--- config.mk ---
export PLATFORM = sky130hd
export DESIGN_NAME = rds_reset_sequencer
export DESIGN_NICKNAME = d
export VERILOG_FILES = /design/src/rds_pkg.sv /design/src/rds_edge_counter.sv /design/src/rds_low_filter.sv /design/src/rds_reset_sequencer.sv
export SDC_FILE = /design/constraint.sdc
export NUM_CORES = 1
export LEC_CHECK = 0
export CORE_MARGIN = 2
export CORE_UTILIZATION = 45
export DETAILED_ROUTE_END_ITERATION = 12
export DONT_BUFFER_PORTS = 1
export PLACE_DENSITY = 0.69
export SKIP_CTS_REPAIR_TIMING = 1
export SYNTH_ARGS = -nofsm -noshare
export SYNTH_HDL_FRONTEND = slang
export SYNTH_HIERARCHICAL = 1
export SYNTH_SLANG_ARGS = --single-unit
--- constraint.sdc ---
create_clock -name pclk -period 5.96 [get_ports pclk]
set_input_delay 0.596 -clock pclk [delete_from_list [all_inputs] [get_ports pclk]]
set_output_delay 0.596 -clock pclk [all_outputs]
set_load 0.01 [all_outputs]
--- src/rds_pkg.sv ---
`default_nettype none

package rds_pkg;

  // pclk timing
  localparam int unsigned CLK_PERIOD_NS = 100;

  // least low time before a brown-out trips, in ns; rounded up to pclk cycles
  localparam int unsigned BROWN_MIN_NS  = 100000;
  localparam int unsigned BROWN_MIN_CYC = (BROWN_MIN_NS + CLK_PERIOD_NS - 1) / CLK_PERIOD_NS;

  // counter widths and counts
  localparam int                CNT_W            = 11;
  localparam logic [CNT_W-1:0]  OSC_SETTLE_CYC   = 11'h400;
  localparam logic [CNT_W-1:0]  DELAY_RC_CYC_DEF = 11'h048;
  localparam logic [CNT_W-1:0]  BROWN_MIN_CNT    = CNT_W'(BROWN_MIN_CYC);

  // register map, byte addresses
  localparam int               ADDR_W   = 8;
  localparam logic [ADDR_W-1:0] CFG_OFS  = 8'h00;
  localparam logic [ADDR_W-1:0] STAT_OFS = 8'h04;

  // status field positions
  localparam int STAT_STATE_LSB = 0;
  localparam int STAT_RST_BIT   = 4;
  localparam int STAT_WAKE_BIT  = 5;
  localparam int STAT_POR_BIT   = 8;
  localparam int STAT_BROWN_BIT = 9;

  typedef enum logic [1:0] {
    OSC_RC,
    OSC_LOWPWR,
    OSC_STD,
    OSC_FAST
  } rds_osc_t;

  // configuration word, bit 5 down to bit 0
  typedef struct packed {
    logic       delay_en_n;
    logic       brown_en;
    logic [1:0] brown_level;
    rds_osc_t   osc_mode;
  } rds_cfg_t;

  localparam int       CFG_W   = 6;
  localparam rds_cfg_t CFG_RST = 6'h10;

  typedef enum logic [2:0] {
    ST_WAIT,
    ST_BROWNOUT,
    ST_DELAY,
    ST_SETTLE,
    ST_RUN
  } rds_state_t;

  typedef struct packed {
    logic       psel;
    logic       penable;
    logic       pwrite;
    logic [7:0] paddr;
    logic [31:0] pwdata;
  } rds_apb_req_t;

endpackage : rds_pkg

`default_nettype wire

--- src/rds_edge_counter.sv ---
`timescale 1ns/1ps
`default_nettype none

// counts rising edges of a slow tick level while run is high
module rds_edge_counter (
  input  wire logic                      pclk,
  input  wire logic                      presetn,
  input  wire logic                      clear,
  input  wire logic                      run,
  input  wire logic                      tick,
  input  wire logic [rds_pkg::CNT_W-1:0] target,
  output logic                           done
);

  logic                      tick_q;
  logic                      tick_d;
  logic [rds_pkg::CNT_W-1:0] cnt_q;
  logic [rds_pkg::CNT_W-1:0] cnt_d;

  always_comb begin
    tick_d = tick;
    cnt_d  = cnt_q;
    if (clear) begin
      cnt_d = '0;
    end else if (run && tick && !tick_q && cnt_q != target) begin
      cnt_d = cnt_q + 11'h001;
    end
  end

  always_ff @(posedge pclk or negedge presetn) begin
    if (!presetn) begin
      tick_q <= 1'b0;
      cnt_q  <= '0;
    end else begin
      tick_q <= tick_d;
      cnt_q  <= cnt_d;
    end
  end

  assign done = run && !clear && (cnt_q == target);

endmodule : rds_edge_counter

`default_nettype wire

--- src/rds_low_filter.sv ---
`timescale 1ns/1ps
`default_nettype none

// trips only when the low indication has stood for the full minimum time
module rds_low_filter (
  input  wire logic pclk,
  input  wire logic presetn,
  input  wire logic enable,
  input  wire logic low,
  output logic      trip
);

  logic [rds_pkg::CNT_W-1:0] cnt_q;
  logic [rds_pkg::CNT_W-1:0] cnt_d;

  always_comb begin
    cnt_d = '0;
    if (enable && low) begin
      cnt_d = (cnt_q == rds_pkg::BROWN_MIN_CNT) ? cnt_q : cnt_q + 11'h001;
    end
  end

  always_ff @(posedge pclk or negedge presetn) begin
    if (!presetn) begin
      cnt_q <= '0;
    end else begin
      cnt_q <= cnt_d;
    end
  end

  // a short dip restarts the count from zero
  assign trip = enable && low && (cnt_q == rds_pkg::BROWN_MIN_CNT);

endmodule : rds_low_filter

`default_nettype wire

--- src/rds_reset_sequencer.sv ---
// Operation
// - delay timer only for power-up type resets
// - power-on pulse starts the delay timer
// - brown-out end starts the delay timer
// - delay timer counts internal rc oscillator
// - chip reset held while delay runs
// - enable bit gates delay for power-on only
// - settle counter waits 1024 oscillator cycles
// - settle only in crystal modes, power-up/wake
// - four trip levels by two-bit field
// - enable bit switches brown-out reset
// - brown-out needs low beyond minimum time
// - stay in brown-out until supply recovers
// - low during delay re-enters brown-out, restarts
// - supply rise pulse starts power-up sequence
`timescale 1ns/1ps
`default_nettype none

module rds_reset_sequencer #(
  parameter logic [rds_pkg::CNT_W-1:0] DELAY_RC_CYC = rds_pkg::DELAY_RC_CYC_DEF
) (
  input  wire logic        pclk,
  input  wire logic        presetn,
  input  wire logic        psel,
  input  wire logic        penable,
  input  wire logic        pwrite,
  input  wire logic [7:0]  paddr,
  input  wire logic [31:0] pwdata,
  output logic [31:0]      prdata,
  output logic             pready,
  output logic             pslverr,
  input  wire logic        por_pulse,
  input  wire logic [3:0]  supply_low,
  input  wire logic        rc_osc,
  input  wire logic        external_oscillator_input,
  input  wire logic        wake_pulse,
  output logic             chip_reset,
  output logic             wake_hold
);

  rds_pkg::rds_apb_req_t req;
  rds_pkg::rds_cfg_t     cfg_q;
  rds_pkg::rds_cfg_t     cfg_d;
  rds_pkg::rds_state_t   st_q;
  rds_pkg::rds_state_t   st_d;
  logic                  wake_q;
  logic                  wake_d;
  logic                  rst_q;
  logic                  rst_d;
  logic                  wk_q;
  logic                  wk_d;
  logic                  por_flag_q;
  logic                  por_flag_d;
  logic                  brown_flag_q;
  logic                  brown_flag_d;
  logic [31:0]           rdata_q;
  logic [31:0]           rdata_d;
  logic                  low_now;
  logic                  brown_trip;
  logic                  delay_done;
  logic                  settle_done;
  logic                  xtal;
  logic                  wr_en;
  logic                  mapped;

  function automatic logic is_xtal(input rds_pkg::rds_osc_t mode);
    return (mode == rds_pkg::OSC_LOWPWR) || (mode == rds_pkg::OSC_STD) ||
           (mode == rds_pkg::OSC_FAST);
  endfunction : is_xtal

  function automatic logic hold_reset(input rds_pkg::rds_state_t st, input logic wk);
    return (st != rds_pkg::ST_RUN) && !(st == rds_pkg::ST_SETTLE && wk);
  endfunction : hold_reset

  assign req.psel    = psel;
  assign req.penable = penable;
  assign req.pwrite  = pwrite;
  assign req.paddr   = paddr;
  assign req.pwdata  = pwdata;

  // ---------------- bus slave ----------------
  assign mapped  = (req.paddr == rds_pkg::CFG_OFS) || (req.paddr == rds_pkg::STAT_OFS);
  assign wr_en   = req.psel && req.penable && req.pwrite && mapped;
  assign pready  = 1'b1;
  assign pslverr = req.psel && req.penable && !mapped;
  assign prdata  = rdata_q;

  always_comb begin
    rdata_d = rdata_q;
    // read data captured in the setup cycle so it is a flop in the access cycle
    if (req.psel && !req.penable) begin
      rdata_d = 32'h0000_0000;
      if (req.paddr == rds_pkg::CFG_OFS) begin
        rdata_d[rds_pkg::CFG_W-1:0] = cfg_q;
      end else if (req.paddr == rds_pkg::STAT_OFS) begin
        rdata_d[rds_pkg::STAT_STATE_LSB +: 3] = st_q;
        rdata_d[rds_pkg::STAT_RST_BIT]        = rst_q;
        rdata_d[rds_pkg::STAT_WAKE_BIT]       = wk_q;
        rdata_d[rds_pkg::STAT_POR_BIT]        = por_flag_q;
        rdata_d[rds_pkg::STAT_BROWN_BIT]      = brown_flag_q;
      end
    end
  end

  always_comb begin
    cfg_d = cfg_q;
    if (wr_en && req.paddr == rds_pkg::CFG_OFS) begin
      cfg_d = rds_pkg::rds_cfg_t'(req.pwdata[rds_pkg::CFG_W-1:0]);
    end
  end

  // ---------------- supply detection ----------------
  // trip level select
  assign low_now = supply_low[cfg_q.brown_level];
  assign xtal    = is_xtal(cfg_q.osc_mode);

  rds_low_filter u_low_filter (
    .pclk    (pclk),
    .presetn (presetn),
    .enable  (cfg_q.brown_en),
    .low     (low_now),
    .trip    (brown_trip)
  );

  rds_edge_counter u_delay_cnt (
    .pclk    (pclk),
    .presetn (presetn),
    .clear   (st_q != rds_pkg::ST_DELAY || por_pulse),
    .run     (st_q == rds_pkg::ST_DELAY),
    .tick    (rc_osc),
    .target  (DELAY_RC_CYC),
    .done    (delay_done)
  );

  rds_edge_counter u_settle_cnt (
    .pclk    (pclk),
    .presetn (presetn),
    .clear   (st_q != rds_pkg::ST_SETTLE),
    .run     (st_q == rds_pkg::ST_SETTLE),
    .tick    (external_oscillator_input),
    .target  (rds_pkg::OSC_SETTLE_CYC),
    .done    (settle_done)
  );

  // ---------------- sequencer ----------------
  always_comb begin
    st_d   = st_q;
    wake_d = wake_q;
    if (por_pulse) begin
      wake_d = 1'b0;
      if (!cfg_q.delay_en_n) begin
        st_d = rds_pkg::ST_DELAY;
      end else begin
        st_d = xtal ? rds_pkg::ST_SETTLE : rds_pkg::ST_RUN;
      end
    end else if (cfg_q.brown_en &&
                 (brown_trip || (st_q == rds_pkg::ST_DELAY && low_now))) begin
      wake_d = 1'b0;
      st_d   = rds_pkg::ST_BROWNOUT;
    end else begin
      case (st_q)
        rds_pkg::ST_WAIT: begin
          st_d = rds_pkg::ST_WAIT;
        end
        rds_pkg::ST_BROWNOUT: begin
          if (!low_now || !cfg_q.brown_en) begin
            st_d = rds_pkg::ST_DELAY;
          end
        end
        rds_pkg::ST_DELAY: begin
          if (delay_done) begin
            st_d = xtal ? rds_pkg::ST_SETTLE : rds_pkg::ST_RUN;
          end
        end
        rds_pkg::ST_SETTLE: begin
          if (settle_done) begin
            st_d   = rds_pkg::ST_RUN;
            wake_d = 1'b0;
          end
        end
        rds_pkg::ST_RUN: begin
          if (wake_pulse && xtal) begin
            st_d   = rds_pkg::ST_SETTLE;
            wake_d = 1'b1;
          end
        end
        default: begin
          st_d = rds_pkg::ST_WAIT;
        end
      endcase
    end
  end

  always_comb begin
    rst_d      = hold_reset(st_d, wake_d);
    wk_d       = (st_d == rds_pkg::ST_SETTLE) && wake_d;
    // hardware set wins over a software clear in the same cycle
    por_flag_d   = por_flag_q;
    brown_flag_d = brown_flag_q;
    if (wr_en && req.paddr == rds_pkg::STAT_OFS) begin
      if (req.pwdata[rds_pkg::STAT_POR_BIT]) begin
        por_flag_d = 1'b0;
      end
      if (req.pwdata[rds_pkg::STAT_BROWN_BIT]) begin
        brown_flag_d = 1'b0;
      end
    end
    if (por_pulse) begin
      por_flag_d = 1'b1;
    end
    if (st_d == rds_pkg::ST_BROWNOUT && st_q != rds_pkg::ST_BROWNOUT) begin
      brown_flag_d = 1'b1;
    end
  end

  always_ff @(posedge pclk or negedge presetn) begin
    if (!presetn) begin
      cfg_q      <= rds_pkg::CFG_RST;
      st_q       <= rds_pkg::ST_WAIT;
      wake_q     <= 1'b0;
      rst_q      <= 1'b1;
      wk_q       <= 1'b0;
      por_flag_q <= 1'b0;
      brown_flag_q <= 1'b0;
      rdata_q    <= 32'h0000_0000;
    end else begin
      cfg_q      <= cfg_d;
      st_q       <= st_d;
      wake_q     <= wake_d;
      rst_q      <= rst_d;
      wk_q       <= wk_d;
      por_flag_q <= por_flag_d;
      brown_flag_q <= brown_flag_d;
      rdata_q    <= rdata_d;
    end
  end

  assign chip_reset = rst_q;
  assign wake_hold  = wk_q;
endmodule : rds_reset_sequencer

`default_nettype wire

---- After elaboration in Yosys (flattened, before gate mapping) ----
Cells that the tools add are included.
word-level totals
  bits in registers ....................... 57
  bits of input ports ..................... 53
  output and inout port bits .............. 36
  word-level logic and storage cells ...... 124
operators by class
  $add $sub $neg .......................... 3
  order comparisons ....................... 1
  eq/ne operators ......................... 20
  mux-type cells .......................... 35
  reduce and logical (&&, ||, !) cells .... 49
operator list
  operator                 number
  $mux W11                 6
  $add A11 B1 Y11 const B  3
  $mux W3                  10
  $logic_and A1 B1 Y1      25
  $mux W1                  12
  $pmux W3 S4              1
  $reduce_bool A2 Y1       6
  $eq A11 B10 Y1 const B   1
  $eq A11 B11 Y1 const B   1
  $eq A11 B7 Y1 const B    1
  $ne A11 B11 Y1 const B   1
  $ne A11 B7 Y1 const B    1
  $eq A3 B2 Y1 const B     3
  $logic_not A1 Y1         9
  $eq A8 B3 Y1 const B     1
  $logic_not A8 Y1         1
  $mux W2                  4
  $eq A3 B1 Y1 const B     2
  $logic_or A1 B1 Y1       6
  $ne A3 B2 Y1 const B     2
  $eq A2 B2 Y1 const B     2
  $reduce_and A2 Y1        2
  $eq A3 B3 Y1 const B     1
  $lt A2 B3 Y1 const B     1
  other kinds (6)          6

---- Depth between registers and ports, before layout ----
  word-level depth ........................ 13
  mapped depth ............................ 11

---- Modules after synthesis ----
Netlist, hierarchy kept.
by module, submodules not included
  module               times used  cells each  area each (µm²)
  rds_edge_counter     2           86          773.2
  rds_reset_sequencer  1           137         1345.0
  rds_low_filter       1           63          605.6

---- Least setup slack after synthesis ----
No wires, ideal clock.
  path kind ............................... input to register
  from .................................... input port supply_low[3]
  to ...................................... register wk_q, in the netlist wake_hold
  setup time .............................. 120 ps
  data arrival time ....................... 2229 ps
  data required time ...................... 5840 ps
  slack ................................... 3612 ps
  cell stages on the path ................. 9
  path buffers ............................ 1
  path through ............................ mux4_2 -> nand2_1 -> clkbuf_1 -> nor2_1 -> a32o_1 -> o21bai_1 -> and2_1 -> inv_1 -> and3_1
on the way
  longest elaborated chain between the ends .. 10
RTL lines
  item                              line                        text
  start: declaration                rds_reset_sequencer.sv:33   input wire logic [3:0] supply_low,
  $bmux W1 S2                       rds_reset_sequencer.sv:114  assign low_now = supply_low[cfg_q.brown_level];
  $mux W1 (not written as such)     rds_reset_sequencer.sv:114
  $logic_and A1 B1 Y1 (2 in a row)  rds_low_filter.sv:32        assign trip = enable && low && (cnt_q == rds_pkg::BROWN_MIN_CNT);
  net brown_trip                    rds_reset_sequencer.sv:59   logic brown_trip;
  $logic_or A1 B1 Y1                rds_reset_sequencer.sv:157  (brown_trip || (st_q == rds_pkg::ST_DELAY && low_now))) begin
  $logic_and A1 B1 Y1               rds_reset_sequencer.sv:156  end else if (cfg_q.brown_en &&
  $mux W3                           rds_reset_sequencer.sv:156
  $mux W3                           rds_reset_sequencer.sv:149  if (por_pulse) begin
  net st_d[0]                       rds_reset_sequencer.sv:45   rds_pkg::rds_state_t st_d;
  $eq A3 B2 Y1                      rds_reset_sequencer.sv:196  wk_d = (st_d == rds_pkg::ST_SETTLE) && wake_d;
  $logic_and A1 B1 Y1               rds_reset_sequencer.sv:196
  net wk_d                          rds_reset_sequencer.sv:51   logic wk_d;
  end signal: assignment            rds_reset_sequencer.sv:231  wk_q <= wk_d;
  end: declaration                  rds_reset_sequencer.sv:50   logic wk_q;
The timed path passes the listed nets, and every way through them passes these cells. The select of a mux whose other input is x is not followed.
A chain may end at the register's enable or synchronous reset.

---- Final worst setup path ----
  from .................................... register u_settle_cnt/cnt_q[4] (netlist name)
  to ...................................... register rst_q, in the netlist chip_reset
on the way
  longest elaborated chain between the ends .. 10
RTL lines
  item                      line                        text
  start: declaration        rds_edge_counter.sv:17      logic [rds_pkg::CNT_W-1:0] cnt_q;
  start signal: assignment  rds_edge_counter.sv:36      cnt_q <= cnt_d;
  $eq A11 B11 Y1 (*)        rds_edge_counter.sv:40      assign done = run && !clear && (cnt_q == target);
  $logic_and A1 B1 Y1 (*)   rds_edge_counter.sv:40
  net settle_done           rds_reset_sequencer.sv:61   logic settle_done;
  $mux W3 (*)               rds_reset_sequencer.sv:176  if (settle_done) begin
  $pmux W3 S4 (*)           rds_reset_sequencer.sv:161  case (st_q)
  $mux W3 (*)               rds_reset_sequencer.sv:156
  $mux W3 (*)               rds_reset_sequencer.sv:149
  net st_d[2]               rds_reset_sequencer.sv:45
  $eq A3 B2 Y1              rds_reset_sequencer.sv:72   return (st != rds_pkg::ST_RUN) && !(st == rds_pkg::ST_SETTLE && wk);
  $logic_and A1 B1 Y1       rds_reset_sequencer.sv:72
  $logic_not A1 Y1          rds_reset_sequencer.sv:72
  $logic_and A1 B1 Y1 (*)   rds_reset_sequencer.sv:72
  net rst_d                 rds_reset_sequencer.sv:49   logic rst_d;
  end signal: assignment    rds_reset_sequencer.sv:230  rst_q <= rst_d;
  end: declaration          rds_reset_sequencer.sv:48   logic rst_q;
Mark *: on every way through the listed nets, which the timed path passes. The rest lies on a longest branch.

==> impl_metrics.csv <==
group,metric,value,unit
clock_tree,clockRootBuffer,"clkbuf_8",
timing,hold_viol,0,
global_route,grt_pass1_vias,2502,
layout,n_antenna_cell,0,
routing,wl,6960,um
layout,nNetsFinal,444,
min_path,hp-class,"primary input to async pin",
critical_path,cp.arrival,3.03,ns
clock_tree,insertion_delay,0.33,ns
critical_path,r2r_end,"chip_reset",
routing,dr.pass1.iters,4,
power_and_ir_drop,power_density,214,nW/um2
layout,area_growth,6.30,%
synth,ys_async_sr_fraction,100,%
timing,maxSlewHeadroom,29.2,%
routing,ant_nets,0,
timing,setup_violations,0,
layout,mostFrequentLayoutCell,"dfrtp_1",
critical_path,r2r_setup_slack,3.17,ns
synth,synth_cell_types,56,
synth,yosys.area_share.adder,1.43,%
synth,synth_ff_type,"dfrtp_1",
floorplan,die_h,92.2,um
floorplan,start_util,46.0,%
synth,ys_seq_area_share,40.9,%
timing,finalSetupTns,0,ns
clock_tree,clock_path_buffers,2,
clock_tree,numCtsBuffers,9,
synth,ys_ff_latch,57,
critical_path,rr_startpoint,"u_settle_cnt/cnt_q[4]",
timing,period_needed,2.79,ns
power_and_ir_drop,total_power,796,uW
timing,drv_slew,0,
routing,wl_per_cell,14.1,um
timing,skew,0.00858,ns
layout,post-route-cell-area,3720,um2
global_route,antenna_found_initial,0,
synth,synth-edff-count,0,
power_and_ir_drop,power.leakage,1.40,nW
layout,final_cell_mix,"55 x dfrtp_1, 47 x conb_1, 34 x a21oi_1, 23 x xnor2_1, 22 x o21ai_0",
timing,finalCritPeriodShare,46.9,%
synth,yosysWarnings,6,
synth,synth.avg_cell_area,9.40,um2
placement,place_ws,3.17,ns
routing,vias_per_cell,5.45,
critical_path,crit_required,6.20,ns
floorplan,num_rows,32,
floorplan,die_w,92.2,um
synth,synth_compound_area_share,15.7,%
floorplan,core_area,7610,um2
global_route,grtUsageTotal,16.8,%
clock_tree,numClockSinks,57,
timing,rsz0062_at_grt,"no",
critical_path,reg2reg_depth,9,
synth,synthMuxAreaShare,2.58,%
global_route,grt_pass1_wl,11500,um
critical_path,cp_max_fo,23,
timing,fmax,358,MHz
synth,syn_area,3500,um2
critical_path,cp-startpoint,"u_settle_cnt/cnt_q[4]",
timing,fin_ws,3.17,ns
synth,synthXorXnorAreaFrac,6.26,%
placement,place_hpwl,4790,um
routing,drt-initial-drc-count,190,
layout,utilization,48.9,%
outcome,status,"finished, final reports clean",
clock_tree,cts-htree-levels,3,
floorplan,fp.dieArea,8490,um2
synth,synthSimpleGateAreaFrac,23.5,%
power_and_ir_drop,irDropWorstVdd,0.000134,V
synth,synth_top_family_by_area,"simple AND/OR/NAND/NOR gates",
timing,tightest_slew,1.06,ns
synth,synth_cells,372,
placement,placed_cell_area,3500,um2
routing,vias,2694,
global_route,grt_max_degree,58,
critical_path,endpoint_kind,"register",
placement,port-buffer-count,0,
critical_path,timing_worst_setup_path_type,"register to register",
floorplan,io_pins,89,
layout,drive_gt1_share,12.2,%
clock_tree,cts_tree,"done",
placement,gp_congestion,0.806,
clock_tree,clk_pin_slew_worst_paths,0.07,ns
routing,drcViolationCount,0,
global_route,overflow,0,
critical_path,cp-start-kind,"register",
flow_run,maxCapViolations,0,
sequential cells by signal, indices dropped and copies added, names as in the netlist, 3 cells and up:
register            cells
st_q                    3
u_delay_cnt/cnt_q      11
cfg_q                   6
prdata                  8
u_low_filter/cnt_q     11
u_settle_cnt/cnt_q     11
per-stage QoR:
stage / cells / hold WS [ns]
final: 494 / 0.110
after global routing: 494 / 0.0694
after CTS: 493 / -0.0750
after detailed placement: 477 / 0.303
after global placement: 477 / 0.303
after floorplan: 417 / 0.300
Yosys cell counts, types with 4 or more instances:
master / n / area share (%)
dfrtp_1: 55 / 39
inv_1: 10 / 1.1
mux2_2: 6 / 1.9
clkbuf_1: 8 / 0.86
a21oi_1: 34 / 4.9
or4_1: 12 / 2.6
or3_1: 5 / 0.89
nand2_1: 18 / 1.9
xnor2_1: 23 / 5.8
nor2_1: 17 / 1.8
o31ai_1: 14 / 3.0
or3_2: 12 / 2.6
nand4_1: 11 / 2.0
a22oi_1: 5 / 1.1
buf_6: 4 / 1.3
nand3_1: 20 / 2.9
and2_1: 8 / 1.4
o21ai_0: 22 / 3.1
ha_1: 4 / 1.4
buf_4: 27 / 5.8
and3_1: 4 / 0.72
power by group:
part | switching, mW | internal [mW]
registers | 0.00825 | 0.394
clock network | 0.152 | 0.192
logic | 0.0332 | 0.0161
worst max-delay path by stage:
stage                     slack, ns      endpoint  depth (start not counted)
after floorplan                3.61     wake_hold                          9
after global placement         3.23    chip_reset                          9
after detailed placement       3.17  brown_flag_q                          8
after CTS                      3.14  brown_flag_q                          8
after global routing           2.88  brown_flag_q                          8
final                          3.17    chip_reset                          9
cell type report:
cell class / count / area [um2]
Fill cell: 758 / 3890
Multi-Input combinational cell: 308 / 1910
Sequential cell: 57 / 1430
Clock buffer: 11 / 131
Tap cell: 102 / 128
Clock inverter: 5 / 57.6
Inverter: 10 / 37.5
Timing Repair Buffer: 1 / 27.5
routing by layer:
metal | GRT usage, % | part of all wire, %
met5 | 0 | 0
met2 | 26.6 | 49
met3 | 4.77 | 4.1
met1 | 22.1 | 47
met4 | 5.97 | 0.50
critical path: stages, from the launching register on:
cell and delay (ns):
dfrtp_1 0.44, xnor2_1 0.19, nand4_1 0.13, nor3_2 0.84
and3b_1 0.31, inv_1 0.06, nor2_1 0.21, a21oi_1 0.08
o311ai_1 0.36, a31oi_1 0.09
cells by family after synthesis:
| kind of cell | Yosys count |
|---|---|
| AOI/OAI and AO/OA | 90 |
| xor gates and xnor gates | 25 |
| adders and majority gates | 4 |
| buffers and inverters | 52 |
| DFF | 57 |
| muxes | 7 |
| other | 2 |
| and+or+nand+nor | 135 |
No activity file was read; power rests on OpenSTA's default activity.
